### src/lb_pkg.sv
package lb_pkg;
  // apb map, byte addresses
  localparam int APB_AW = 12;
  localparam logic [11:0] CFG_OFS = 12'h000;
  localparam logic [11:0] ADDR_OFS = 12'h004;
  localparam logic [11:0] CTRL_OFS = 12'h008;
  localparam logic [11:0] STAT_OFS = 12'h00C;
  localparam logic [11:0] BUF_OFS = 12'h010;
  localparam logic [11:0] BUF_END = 12'h030;
  localparam logic [11:0] TIM_OFS = 12'h040;
  localparam logic [11:0] TIM_END = 12'h05C;
  // local_config_reg fields
  localparam int CFG_DIV2_BIT = 0;
  localparam int CFG_ARB_BIT = 1;
  localparam int CFG_IRQEN_BIT = 2;
  localparam int CFG_WD_LSB = 16;
  // request control fields
  localparam int CTRL_BE_LSB = 0;
  localparam int CTRL_WR_BIT = 4;
  localparam int CTRL_BLK_BIT = 5;
  localparam int CTRL_SEL_LSB = 6;
  localparam int CTRL_GO_BIT = 31;
  localparam int CTRL_W = 9;
  // status fields
  localparam int STAT_BUSY_BIT = 0;
  localparam int STAT_TMO_BIT = 1;
  localparam int STAT_GRANT_BIT = 2;
  // select_timing_reg fields
  localparam int TM_POL_BIT = 0;
  localparam int TM_SIZE_LSB = 1;
  localparam int TM_RDY_BIT = 3;
  localparam int TM_RSYNC_BIT = 4;
  localparam int TM_CSON_LSB = 5;
  localparam int TM_CONSET_LSB = 8;
  localparam int TM_WID_LSB = 11;
  localparam int TM_COFH_LSB = 15;
  localparam int TM_CSOFF_LSB = 18;
  localparam int TM_IDLE_LSB = 21;
  localparam int TM_SUBW_LSB = 25;
  // reset values
  localparam logic [31:0] CFG_RST = 32'h0000_0000;
  localparam logic [31:0] TIM_RST = 32'h0000_0000;
  // sizes and counts
  localparam int NUM_SEL = 7;
  localparam int BUF_WORDS = 8;
  localparam int WD_W = 12;
  localparam logic [1:0] DIV4_LAST = 2'h3;
  localparam logic [1:0] DIV4_MID = 2'h1;
  localparam logic [1:0] DIV2_LAST = 2'h1;
  localparam logic [1:0] DIV2_MID = 2'h0;
  localparam logic [4:0] WORD_UNITS_LAST = 5'h03;
  localparam logic [4:0] BLOCK_UNITS_LAST = 5'h1F;

  typedef enum logic [3:0] {
    ST_IDLE, ST_CHECK, ST_ADDR, ST_CS_SETUP, ST_STB_SETUP, ST_STROBE,
    ST_BURST_GAP, ST_CS_HOLD, ST_ADDR_HOLD, ST_IDLE_GAP
  } lb_state_t;
endpackage

### src/lb_sync_if.sv
`timescale 1ns/100ps
`default_nettype none
interface lb_sync_if;
  logic tick;
  logic mid;
  logic clk_out;
  logic ack_direct_n;
  logic ack_dsync_n;
  logic breq_n;
  logic [31:0] ad_in;
  modport divider (output tick, output mid, output clk_out);
  modport sync (output ack_direct_n, output ack_dsync_n, output breq_n, output ad_in);
  modport core (input tick, input mid, input clk_out, input ack_direct_n,
    input ack_dsync_n, input breq_n, input ad_in);
endinterface
`default_nettype wire

### src/lb_clock_div.sv
`timescale 1ns/100ps
`default_nettype none
module lb_clock_div (
  input wire logic clk,
  input wire logic rst,
  input wire logic div2,
  lb_sync_if.divider sif
);
  import lb_pkg::*;
  logic [1:0] phase_ff;
  logic clk_out_ff;
  wire [1:0] last = div2 ? DIV2_LAST : DIV4_LAST;
  wire [1:0] mid_ph = div2 ? DIV2_MID : DIV4_MID;
  // >= so that a ratio change mid-period cannot run the phase away
  wire tick = phase_ff >= last;

  assign sif.tick = tick;
  assign sif.mid = phase_ff == mid_ph;
  assign sif.clk_out = clk_out_ff;

  // local clock rises on the edge after tick, falls after mid
  always_ff @(posedge clk or posedge rst) begin
    if (rst) begin
      phase_ff <= 2'h0;
      clk_out_ff <= 1'b0;
    end else begin
      phase_ff <= tick ? 2'h0 : 2'(phase_ff + 2'h1);
      clk_out_ff <= tick ? 1'b1 : (sif.mid ? 1'b0 : clk_out_ff);
    end
  end
endmodule
`default_nettype wire

### src/lb_pin_sync.sv
`timescale 1ns/100ps
`default_nettype none
module lb_pin_sync (
  input wire logic clk,
  input wire logic rst,
  input wire logic ack_n,
  input wire logic breq_n,
  input wire logic [31:0] ad_in,
  lb_sync_if.sync sif
);
  logic [3:0] ack_ff;
  logic [1:0] breq_ff;
  logic [31:0] ad1_ff;
  logic [31:0] ad2_ff;

  assign sif.ack_direct_n = ack_ff[1];
  assign sif.ack_dsync_n = ack_ff[3];
  assign sif.breq_n = breq_ff[1];
  assign sif.ad_in = ad2_ff;

  // two stages for any pin; the ack gets two more for the slow mode
  always_ff @(posedge clk or posedge rst) begin
    if (rst) begin
      ack_ff <= 4'hF;
      breq_ff <= 2'h3;
      ad1_ff <= 32'h0000_0000;
      ad2_ff <= 32'h0000_0000;
    end else begin
      ack_ff <= {ack_ff[2:0], ack_n};
      breq_ff <= {breq_ff[0], breq_n};
      ad1_ff <= ad_in;
      ad2_ff <= ad1_ff;
    end
  end
endmodule
`default_nettype wire

### src/local_bus_master.sv
// Contract
// every cycle starts by asserting frame low
// others stay off bus while frame low
// address on bus, latch strobe first half
// byte addresses; device LSB per width
// first clock low lines carry byte enables
// non-block: low lines carry address 4:0
// select and strobe after first clock, polarity
// strobe ends by width or ready; frame ends
// idle gap before next frame
// wide request splits into port-size cycles
// split cycles own controls, never interleaved
// skip empty units, one host clock each
// block gives 32, 16 or 8 transfers
// block: one frame, one latch, repeated strobe
// block low lines increment per unit
// block asserts all byte enables
// block devices wire low address lines
// low lines may replace latch below 32 bytes
// word-only boards may skip low lines
// external masters only with arbitration enable
// local clock is host clock over four/two
// ready direct or double-synchronised, extends signals
// 12-bit watchdog ends cycle, raises interrupt
// per-select timing for every cycle phase
// phases counted by loaded down-counter
`timescale 1ns/100ps
`default_nettype none
module local_bus_master (
  input wire logic REF_CLK,
  input wire logic RST,
  input wire logic PSEL,
  input wire logic PENABLE,
  input wire logic PWRITE,
  input wire logic [lb_pkg::APB_AW-1:0] PADDR,
  input wire logic [31:0] PWDATA,
  output logic [31:0] PRDATA,
  output logic PREADY,
  output logic PSLVERR,
  input wire logic [31:0] MUXED_ADDR_DATA_I,
  output logic [31:0] MUXED_ADDR_DATA_O,
  output logic MUXED_ADDR_DATA_OE_N,
  output logic CYCLE_FRAME_N,
  output logic ADDR_LATCH_STROBE,
  output logic [4:0] LOW_ADDR_BE,
  output logic [lb_pkg::NUM_SEL-1:0] DEVICE_SELECT_N,
  output logic READ_STROBE_N,
  output logic WRITE_STROBE_N,
  output logic LOCAL_BUS_OE_N,
  input wire logic TARGET_ACK_N,
  input wire logic BUS_REQUEST_N,
  output logic BUS_GRANT_N,
  output logic LOCAL_CLOCK_OUT,
  output logic TIMEOUT_IRQ
);
  import lb_pkg::*;

  // port mask in bytes for a size code
  function automatic logic [3:0] fn_pmask(input logic [1:0] lg);
    fn_pmask = (lg == 2'h0) ? 4'h1 : ((lg == 2'h1) ? 4'h3 : 4'hF);
  endfunction

  // byte mask to bit mask
  function automatic logic [31:0] fn_expand(input logic [3:0] m);
    fn_expand = {{8{m[3]}}, {8{m[2]}}, {8{m[1]}}, {8{m[0]}}};
  endfunction

  lb_sync_if sif ();
  logic [31:0] cfg_ff;
  logic [31:0] addr_ff;
  logic [CTRL_W-1:0] ctrl_ff;
  logic [31:0] tim_ff [NUM_SEL];
  logic [31:0] buf_ff [BUF_WORDS];
  logic pend_ff, tmo_ff, irq_ff, grant_ff, gnt_n_ff;
  logic pready_ff, pslverr_ff;
  logic [31:0] prdata_ff;
  lb_state_t st_ff, nxt_st;
  logic [4:0] unit_ff, nxt_unit;
  logic [3:0] cnt_ff, nxt_cnt;
  logic [WD_W-1:0] wd_ff, nxt_wd;
  logic frame_n_ff, nxt_frame_n, ale_ff, nxt_ale, sel_on_ff, nxt_sel_on;
  logic stb_on_ff, nxt_stb_on, ad_oe_n_ff, nxt_ad_oe_n;
  logic [4:0] la_ff, nxt_la;
  logic [31:0] ad_o_ff, nxt_ad_o;
  logic [NUM_SEL-1:0] dsel_ff;
  logic rd_n_ff, wr_n_ff, tmo_evt, rd_cap;

  lb_clock_div u_div (
    .clk(REF_CLK),
    .rst(RST),
    .div2(cfg_ff[CFG_DIV2_BIT]),
    .sif(sif.divider)
  );

  lb_pin_sync u_sync (
    .clk(REF_CLK),
    .rst(RST),
    .ack_n(TARGET_ACK_N),
    .breq_n(BUS_REQUEST_N),
    .ad_in(MUXED_ADDR_DATA_I),
    .sif(sif.sync)
  );

  // apb decode; answer comes one cycle into the access phase
  wire apb_acc = PSEL & PENABLE & ~pready_ff;
  wire apb_wr = PSEL & PENABLE & pready_ff & PWRITE;
  wire aligned = PADDR[1:0] == 2'h0;
  wire buf_hit = aligned & (PADDR >= BUF_OFS) & (PADDR < BUF_END);
  wire tim_hit = aligned & (PADDR >= TIM_OFS) & (PADDR < TIM_END);
  wire [2:0] bidx = 3'(PADDR[11:2] - BUF_OFS[11:2]);
  wire [2:0] tidx = 3'(PADDR[11:2] - TIM_OFS[11:2]);
  wire cfg_sel = PADDR == CFG_OFS;
  wire addr_sel = PADDR == ADDR_OFS;
  wire ctrl_sel = PADDR == CTRL_OFS;
  wire stat_sel = PADDR == STAT_OFS;
  wire hit = cfg_sel | addr_sel | ctrl_sel | stat_sel | buf_hit | tim_hit;
  wire busy = (st_ff != ST_IDLE) | pend_ff;
  wire [31:0] stat_word = {29'h0, grant_ff, tmo_ff, busy};
  wire [31:0] rd_word = cfg_sel ? cfg_ff :
                        addr_sel ? addr_ff :
                        ctrl_sel ? {23'h0, ctrl_ff} :
                        stat_sel ? stat_word :
                        buf_hit ? buf_ff[bidx] :
                        tim_hit ? tim_ff[tidx] : 32'h0000_0000;

  // request fields and the active select's timing
  wire [3:0] req_be = ctrl_ff[CTRL_BE_LSB +: 4];
  wire req_wr = ctrl_ff[CTRL_WR_BIT];
  wire req_blk = ctrl_ff[CTRL_BLK_BIT];
  wire [2:0] req_sel = ctrl_ff[CTRL_SEL_LSB +: 3];
  wire [31:0] tcur = tim_ff[req_sel];
  wire [1:0] lg = (tcur[TM_SIZE_LSB +: 2] > 2'h2) ? 2'h2 : tcur[TM_SIZE_LSB +: 2];
  wire rdy_mode = tcur[TM_RDY_BIT];
  wire rdy_n = tcur[TM_RSYNC_BIT] ? sif.ack_dsync_n : sif.ack_direct_n;
  wire [3:0] pmask = fn_pmask(lg);

  // unit position: block counts through 32 bytes, others through one word
  wire [4:0] unit_last = req_blk ? (BLOCK_UNITS_LAST >> lg) : (WORD_UNITS_LAST >> lg);
  wire [4:0] off = 5'(unit_ff << lg);
  wire [31:0] unit_addr = req_blk ? {addr_ff[31:5], off} : {addr_ff[31:2], off[1:0]};
  wire [3:0] unit_be = 4'(req_be >> off[1:0]) & pmask;
  wire need = req_blk | (|unit_be);
  wire [3:0] be_on = req_blk ? 4'hF : unit_be;
  wire [4:0] la_first = {unit_addr[4], ~be_on};
  wire [4:0] sh = {off[1:0], 3'h0};
  wire [31:0] wdata_unit = buf_ff[off[4:2]] >> sh;
  wire [31:0] rmask = fn_expand(pmask) << sh;
  wire [31:0] rmerge = (buf_ff[off[4:2]] & ~rmask) | ((sif.ad_in << sh) & rmask);
  wire last_unit = unit_ff == unit_last;

  // timed phases: a field of 0 or 1 lasts one local clock
  wire tend = sif.tick & (cnt_ff <= 4'h1);
  wire wd_out = wd_ff == {WD_W{1'b0}};
  wire stb_end = sif.tick & (rdy_mode ? (~rdy_n | wd_out) : (cnt_ff <= 4'h1));
  wire nxt_grant = grant_ff ? ~sif.breq_n :
    (st_ff == ST_IDLE) & ~pend_ff & cfg_ff[CFG_ARB_BIT] & ~sif.breq_n;

  // cycle sequencer
  always_comb begin
    nxt_st = st_ff;
    nxt_unit = unit_ff;
    nxt_cnt = (sif.tick && cnt_ff != 4'h0) ? 4'(cnt_ff - 4'h1) : cnt_ff;
    nxt_wd = (sif.tick && !wd_out) ? WD_W'(wd_ff - 1'b1) : wd_ff;
    nxt_frame_n = frame_n_ff;
    nxt_ale = ale_ff;
    nxt_la = la_ff;
    nxt_sel_on = sel_on_ff;
    nxt_stb_on = stb_on_ff;
    nxt_ad_o = ad_o_ff;
    nxt_ad_oe_n = ad_oe_n_ff;
    tmo_evt = 1'b0;
    rd_cap = 1'b0;
    case (st_ff)
      ST_IDLE: begin
        if (pend_ff && !grant_ff) begin
          nxt_st = ST_CHECK;
          nxt_unit = 5'h00;
        end
      end
      ST_CHECK: begin
        if (!need) begin
          // one host clock spent on a unit with no enables
          if (last_unit) begin
            nxt_st = ST_IDLE;
          end else begin
            nxt_unit = 5'(unit_ff + 5'h01);
          end
        end else if (sif.tick) begin
          nxt_st = ST_ADDR;
          nxt_frame_n = 1'b0;
          nxt_ale = 1'b1;
          nxt_la = la_first;
          nxt_ad_o = unit_addr;
          nxt_ad_oe_n = 1'b0;
          nxt_wd = cfg_ff[CFG_WD_LSB +: WD_W];
        end
      end
      ST_ADDR: begin
        if (sif.mid) begin
          nxt_ale = 1'b0;
        end
        if (sif.tick) begin
          nxt_st = ST_CS_SETUP;
          nxt_cnt = {1'b0, tcur[TM_CSON_LSB +: 3]};
          nxt_la = unit_addr[4:0];
          nxt_ad_o = wdata_unit;
          nxt_ad_oe_n = ~req_wr;
        end
      end
      ST_CS_SETUP: begin
        if (tend) begin
          nxt_st = ST_STB_SETUP;
          nxt_sel_on = 1'b1;
          nxt_cnt = {1'b0, tcur[TM_CONSET_LSB +: 3]};
        end
      end
      ST_STB_SETUP: begin
        if (tend) begin
          nxt_st = ST_STROBE;
          nxt_stb_on = 1'b1;
          nxt_cnt = tcur[TM_WID_LSB +: 4];
        end
      end
      ST_STROBE: begin
        // ready mode holds every signal until ack or watchdog
        if (stb_end) begin
          nxt_stb_on = 1'b0;
          rd_cap = ~req_wr;
          tmo_evt = rdy_mode & rdy_n & wd_out;
          if (req_blk && !last_unit) begin
            nxt_st = ST_BURST_GAP;
            nxt_unit = 5'(unit_ff + 5'h01);
            nxt_cnt = tcur[TM_SUBW_LSB +: 4];
          end else begin
            nxt_st = ST_CS_HOLD;
            nxt_cnt = {1'b0, tcur[TM_COFH_LSB +: 3]};
          end
        end
      end
      ST_BURST_GAP: begin
        nxt_la = unit_addr[4:0];
        nxt_ad_o = wdata_unit;
        if (tend) begin
          nxt_st = ST_STROBE;
          nxt_stb_on = 1'b1;
          nxt_cnt = tcur[TM_WID_LSB +: 4];
        end
      end
      ST_CS_HOLD: begin
        if (tend) begin
          nxt_st = ST_ADDR_HOLD;
          nxt_sel_on = 1'b0;
          nxt_cnt = {1'b0, tcur[TM_CSOFF_LSB +: 3]};
        end
      end
      ST_ADDR_HOLD: begin
        if (tend) begin
          nxt_st = ST_IDLE_GAP;
          nxt_frame_n = 1'b1;
          nxt_ad_oe_n = 1'b1;
          nxt_cnt = tcur[TM_IDLE_LSB +: 4];
        end
      end
      ST_IDLE_GAP: begin
        // no new frame until the gap has run out
        if (tend) begin
          if (!req_blk && !last_unit) begin
            nxt_st = ST_CHECK;
            nxt_unit = 5'(unit_ff + 5'h01);
          end else begin
            nxt_st = ST_IDLE;
          end
        end
      end
      default: begin
        nxt_st = ST_IDLE;
      end
    endcase
  end

  // sequencer registers
  always_ff @(posedge REF_CLK or posedge RST) begin
    if (RST) begin
      st_ff <= ST_IDLE;
      unit_ff <= 5'h00;
      cnt_ff <= 4'h0;
      wd_ff <= {WD_W{1'b0}};
      frame_n_ff <= 1'b1;
      ale_ff <= 1'b0;
      la_ff <= 5'h1F;
      sel_on_ff <= 1'b0;
      stb_on_ff <= 1'b0;
      ad_o_ff <= 32'h0000_0000;
      ad_oe_n_ff <= 1'b1;
    end else begin
      st_ff <= nxt_st;
      unit_ff <= nxt_unit;
      cnt_ff <= nxt_cnt;
      wd_ff <= nxt_wd;
      frame_n_ff <= nxt_frame_n;
      ale_ff <= nxt_ale;
      la_ff <= nxt_la;
      sel_on_ff <= nxt_sel_on;
      stb_on_ff <= nxt_stb_on;
      ad_o_ff <= nxt_ad_o;
      ad_oe_n_ff <= nxt_ad_oe_n;
    end
  end

  // select and strobe pins in each select's own polarity
  always_ff @(posedge REF_CLK or posedge RST) begin
    if (RST) begin
      dsel_ff <= {NUM_SEL{1'b1}};
      rd_n_ff <= 1'b1;
      wr_n_ff <= 1'b1;
    end else begin
      for (int i = 0; i < NUM_SEL; i++) begin
        dsel_ff[i] <= ~((nxt_sel_on && req_sel == 3'(i)) ^ tim_ff[i][TM_POL_BIT]);
      end
      rd_n_ff <= ~((nxt_stb_on & ~req_wr) ^ tcur[TM_POL_BIT]);
      wr_n_ff <= ~((nxt_stb_on & req_wr) ^ tcur[TM_POL_BIT]);
    end
  end

  // software registers; request fields frozen while a request runs
  always_ff @(posedge REF_CLK or posedge RST) begin
    if (RST) begin
      cfg_ff <= CFG_RST;
      addr_ff <= 32'h0000_0000;
      ctrl_ff <= {CTRL_W{1'b0}};
      pend_ff <= 1'b0;
      for (int i = 0; i < NUM_SEL; i++) begin
        tim_ff[i] <= TIM_RST;
      end
    end else begin
      if (apb_wr && cfg_sel) cfg_ff <= PWDATA;
      if (apb_wr && tim_hit) tim_ff[tidx] <= PWDATA;
      if (apb_wr && addr_sel && !busy) addr_ff <= PWDATA;
      if (apb_wr && ctrl_sel && !busy) ctrl_ff <= PWDATA[CTRL_W-1:0];
      if (apb_wr && ctrl_sel && !busy && PWDATA[CTRL_GO_BIT]) begin
        pend_ff <= 1'b1;
      end else if (st_ff == ST_IDLE && !grant_ff) begin
        pend_ff <= 1'b0;
      end
    end
  end

  // data buffer: write data from software, read data from the bus
  always_ff @(posedge REF_CLK or posedge RST) begin
    if (RST) begin
      for (int i = 0; i < BUF_WORDS; i++) begin
        buf_ff[i] <= 32'h0000_0000;
      end
    end else if (rd_cap) begin
      buf_ff[off[4:2]] <= rmerge;
    end else if (apb_wr && buf_hit && !busy) begin
      buf_ff[bidx] <= PWDATA;
    end
  end

  // timeout flag: a new event wins over a clear in the same cycle
  always_ff @(posedge REF_CLK or posedge RST) begin
    if (RST) begin
      tmo_ff <= 1'b0;
      irq_ff <= 1'b0;
      grant_ff <= 1'b0;
      gnt_n_ff <= 1'b1;
    end else begin
      tmo_ff <= tmo_evt | (tmo_ff & ~(apb_wr & stat_sel & PWDATA[STAT_TMO_BIT]));
      irq_ff <= tmo_ff & cfg_ff[CFG_IRQEN_BIT];
      grant_ff <= nxt_grant;
      gnt_n_ff <= ~nxt_grant;
    end
  end

  // apb answer
  always_ff @(posedge REF_CLK or posedge RST) begin
    if (RST) begin
      pready_ff <= 1'b0;
      pslverr_ff <= 1'b0;
      prdata_ff <= 32'h0000_0000;
    end else begin
      pready_ff <= apb_acc;
      pslverr_ff <= apb_acc & ~hit;
      prdata_ff <= apb_acc ? rd_word : 32'h0000_0000;
    end
  end

  assign PRDATA = prdata_ff;
  assign PREADY = pready_ff;
  assign PSLVERR = pslverr_ff;
  assign MUXED_ADDR_DATA_O = ad_o_ff;
  assign MUXED_ADDR_DATA_OE_N = ad_oe_n_ff;
  assign CYCLE_FRAME_N = frame_n_ff;
  assign ADDR_LATCH_STROBE = ale_ff;
  assign LOW_ADDR_BE = la_ff;
  assign DEVICE_SELECT_N = dsel_ff;
  assign READ_STROBE_N = rd_n_ff;
  assign WRITE_STROBE_N = wr_n_ff;
  assign LOCAL_BUS_OE_N = grant_ff; // high only while an external master owns the bus
  assign BUS_GRANT_N = gnt_n_ff;
  assign LOCAL_CLOCK_OUT = sif.clk_out;
  assign TIMEOUT_IRQ = irq_ff;
endmodule
`default_nettype wire

### config.mk
export PLATFORM = sky130hd
export DESIGN_NAME = local_bus_master
export DESIGN_NICKNAME = d
export VERILOG_FILES = /design/src/lb_pkg.sv /design/src/lb_sync_if.sv /design/src/lb_clock_div.sv /design/src/lb_pin_sync.sv /design/src/local_bus_master.sv
export SDC_FILE = /design/constraint.sdc
export NUM_CORES = 2
export LEC_CHECK = 0
export BUFFER_PORTS_ARGS = -buffer_cell sky130_fd_sc_hd__buf_4
export CAP_MARGIN = 20
export CORE_AREA = 3 3 341 343
export DETAILED_ROUTE_END_ITERATION = 7
export DIE_AREA = 0 0 344 346
export GPL_TIMING_DRIVEN = 0
export PLACE_DENSITY_LB_ADDON = 0.15
export SLEW_MARGIN = 15
export SYNTH_ARGS = -nofsm -noshare
export SYNTH_HDL_FRONTEND = slang
export SYNTH_HIERARCHICAL = 1
export SYNTH_SLANG_ARGS = --single-unit
### constraint.sdc
create_clock -name REF_CLK -period 21.4 [get_ports REF_CLK]
set_clock_uncertainty 0.2 [all_clocks]
set_input_delay 2.14 -clock REF_CLK [delete_from_list [all_inputs] [get_ports REF_CLK]]
set_output_delay 2.14 -clock REF_CLK [all_outputs]
set_load 0.005 [all_outputs]
==> results.sh <==
export IMPL_wl_per_cell_um=37.60
export IMPL_tightest_slew_ns=1.385
export IMPL_p_per_area_nw_per_um2=103.1
export IMPL_r2r_slack_ns=14.90
export IMPL_p_int_uw=2898
export IMPL_yosys_warnings=6
export IMPL_fin_util=0.4074
export IMPL_grt_util_met1=0.4707
export IMPL_p_leak_uw=0.01892
export IMPL_io_buffers=143
export IMPL_synth_seq_cells=741
export IMPL_clkPwrFrac=0.336
export IMPL_slowest_stage="nand3_1"
export IMPL_p_total_uw=4782
export IMPL_swShare=0.3939
export IMPL_worstPathRequired_ns=21.71
export IMPL_viasPerCell=6.410
export IMPL_dr_pass1_iters=6
export IMPL_cts_resized_gates=0
export IMPL_fin_crit_sh=0.3039
export IMPL_cts_root_buf="clkbuf_16"
export IMPL_core_area_um2=113900
export IMPL_setup_violations_final=0
export IMPL_path_delay_family="compound AO/OA/AOI/OAI gates"
export IMPL_grt_antenna_before_repair=24
export IMPL_htree_num_levels=3
export IMPL_drv_cap=0
export IMPL_grtUsageMet3=0.1275
export IMPL_drtIter0Drc=5287
export IMPL_syn_avg_cell_area_um2=10.14
export IMPL_period_minus_slack_ns=6.504
export IMPL_path_cells="buf_4 -> o221ai_1 -> buf_2 -> a21oi_1 -> o31ai_2 -> nand3_1 -> buf_2 -> o2111ai_1 -> nor2_1 -> a21oi_1 -> o21ai_0"
export IMPL_clock_sinks=741
export IMPL_synth_flop_cell="dfrtp_1"
export IMPL_ant_nets=0
export IMPL_start_util=0.3487
export IMPL_fin_ws_ns=14.90
export IMPL_finalHoldViolCount=0
export IMPL_setup_tns_ns=0
export IMPL_clockBufferDepth=3
export IMPL_grt_max_degree=104
export IMPL_synthToLayoutAreaGrowth_pct=16.85
export IMPL_cts_buffers=88
export IMPL_drive_gt1_frac=0.2185
export IMPL_ys_seq_area_frac=0.4677
export IMPL_p_seq_frac=0.347
export IMPL_final_cell_count_no_fill=5788
export IMPL_synth_edf_count=0
export IMPL_slowest_delay_ns=1.17
export IMPL_vdd_drop_max_uv=62.11
export IMPL_die_h_um=346
export IMPL_start_kind="flop"
export IMPL_preCtsSetupSlack_ns=14.83
export IMPL_status="finished, final reports clean"
export IMPL_gp_congestion=1.041
export IMPL_worstHoldPathType="flop to flop"
export IMPL_vias=37100
export IMPL_grt_busiest_layer="met2"
export IMPL_grt_pass1_vias=34790
export IMPL_async_flop_share=1.000
export IMPL_switchingPower_uw=1884
export IMPL_crit_type="flop to flop"
export IMPL_grt_use_met2=0.4947
export IMPL_clk_latency_ns=0.70
export IMPL_die_w_um=344
export IMPL_clk_pin_slew_worst_paths_ns=0.06
export IMPL_synthCells=3916
export IMPL_cts_setup_buffers=0
export IMPL_fmax_ghz=0.1537
export IMPL_ios=170
export IMPL_grt_use_total=0.3561
export IMPL_rsz0062_at_grt="no"
export IMPL_die_area_um2=119000
export IMPL_ctsHoldBuffers=0
export IMPL_syn_nets=4005
export IMPL_syn_area_um2=39710
export IMPL_overflow=0
export IMPL_routed_wl_um=217700
export IMPL_path_buf_inv=3
export IMPL_nets=4278
export IMPL_critPathCaptureType="flop"
export IMPL_dp_cells=5600
export IMPL_grt_pass1_wl_um=293500
export IMPL_cp_arrival_ns=6.81
export IMPL_ys_types=98
export IMPL_slew_viol_final=0
export IMPL_relSlewSlack=0.07655
export IMPL_num_rows=124
export IMPL_pwr_share_comb=0.317
export IMPL_critPathMaxFanout=10
export IMPL_cts_tree="yes"
export IMPL_route_detailed_drc=0
export IMPL_place_detailed_hpwl_um=159800
[stage by stage]
stage	cell area, um^2	hold slack (ns)
after CTS	46260	0.1463
final	46400	0.1437
after global routing	46370	0.1495
after floorplan	39710	0.1312
after detailed placement	43240	0.1347
after global placement	42670	0.1318
[worst reg2reg max path, stage by stage, from the launching register on]
cell and delay [ns]:
dfrtp_1 0.47, buf_4 0.25, o221ai_1 0.41, buf_2 0.34
a21oi_1 0.14, o31ai_2 0.90, nand3_1 1.17, buf_2 0.69
o2111ai_1 0.60, nor2_1 0.08, a21oi_1 0.84, o21ai_0 0.22
[worst paths after layout]
path / startpoint / endpoint / depth (start not counted)
max reg2reg: ctrl_ff[7] / buf_ff[35] / 11
min: u_sync/ad1_ff[17] / u_sync/sif.ad_in[17] / 0
min reg2reg: u_sync/ad1_ff[17] / u_sync/sif.ad_in[17] / 0
max in group asynchronous: RST / buf_ff[182] / 6
min in group asynchronous: RST / u_div/phase_ff[0] / 2
max: ctrl_ff[7] / buf_ff[35] / 11
[registers in the layout (all words and copies together), names as in the netlist, 5 cells and up, named ones only]
signal	count
buf_ff	256
tim_ff	224
MUXED_ADDR_DATA_O	32
PRDATA	32
addr_ff	32
cfg_ff	32
u_sync/ad1_ff	32
u_sync/sif.ad_in	32
ctrl_ff	9
DEVICE_SELECT_N	7
LOW_ADDR_BE	5
unit_ff	5
[synth_stat cells, drive strengths merged (12+ instances only)]
library cell / instances / area share
o21ai: 476 / 0.060
nor4: 13 / 0.0025
o22ai: 59 / 0.0093
dfrtp: 718 / 0.45
mux2: 304 / 0.086
a31oi: 18 / 0.0030
a21oi: 257 / 0.033
xnor2: 12 / 0.0026
mux4: 126 / 0.071
nor2: 211 / 0.020
o221ai: 19 / 0.0043
nand2: 612 / 0.058
o22a: 16 / 0.0035
or3: 17 / 0.0027
nand3: 67 / 0.0086
mux2i: 161 / 0.041
nand2b: 17 / 0.0029
a221oi: 41 / 0.0090
dfstp: 23 / 0.015
nor3: 50 / 0.0066
clkbuf: 246 / 0.023
inv: 29 / 0.0027
a22oi: 88 / 0.017
nor2b: 12 / 0.0019
a211oi: 13 / 0.0030
buf: 98 / 0.013
o211ai: 23 / 0.0045
[layout make-up]
| class | count | area (um^2) |
|---|---|---|
| fillers | 11280 | 67480 |
| multi-input cells | 2799 | 19650 |
| flip-flops and latches | 741 | 18570 |
| clock buffers | 127 | 2635 |
| well taps | 1512 | 1892 |
| repair buffers | 183 | 1628 |
| plain buffers | 344 | 1469 |
| clock inverters | 35 | 381.6 |
| inverters | 32 | 130.1 |
| diodes | 15 | 37.54 |
[per-layer routing]
metal  routed length [um]  part of all wire
met1                85980              0.40
met4                15920             0.073
met2                88530              0.41
met3                27160              0.12
met5                   71           0.00033
[layout by cell type, fill, tap and decap left out, types with 10 or more instances in the layout]
cell type  synthesis  layout
a21oi_1          253     252
a221oi_1          41      41
a22oi_1           86      86
a2bb2oi_1         10      10
a31oi_1           17      17
a32o_1            10      10
buf_1             31      19
buf_2             52      65
buf_4              9     162
buf_6              5      17
clkbuf_1         245     254
clkbuf_16          0      93
clkbuf_8           0      19
clkinv_2           0      19
dfrtp_1          718     718
dfstp_2           23      23
diode_2            0      15
inv_1             28      26
mux2_2           303     303
mux2i_1          161     161
mux4_2           126     126
nand2_1          612     612
nand2b_1          16      16
nand3_1           66      66
nor2_1           210     207
nor2b_1           12      12
nor3_1            48      47
nor4_1            10      10
o211ai_1          22      22
o21ai_0          430     428
o21ai_1           44      46
o221ai_1          18      18
o22a_1            16      16
o22ai_1           59      58
or3_1             17      17
xnor2_1           12      12
[power by group through the flow]
stage	registers, uW	clock network, uW	logic, uW
final	1660	1610	1520
after global routing	1670	1680	1540
after CTS	1650	1620	1430
after detailed placement	1670	0	1420
after global placement	1680	0	1390
after floorplan	1630	0	729
[cell families after synthesis]
kind of cell             share of synthesized area
AO/OA/AOI/OAI                               0.1777
XOR/XNOR                                  0.003088
adder cells (fa/ha/maj)                   0.001891
buffers and inverters                      0.03942
flip-flops                                  0.4677
multiplexers                                0.1984
AND/OR/NAND/NOR                             0.1119
Power figures use the tool's default switching activity.
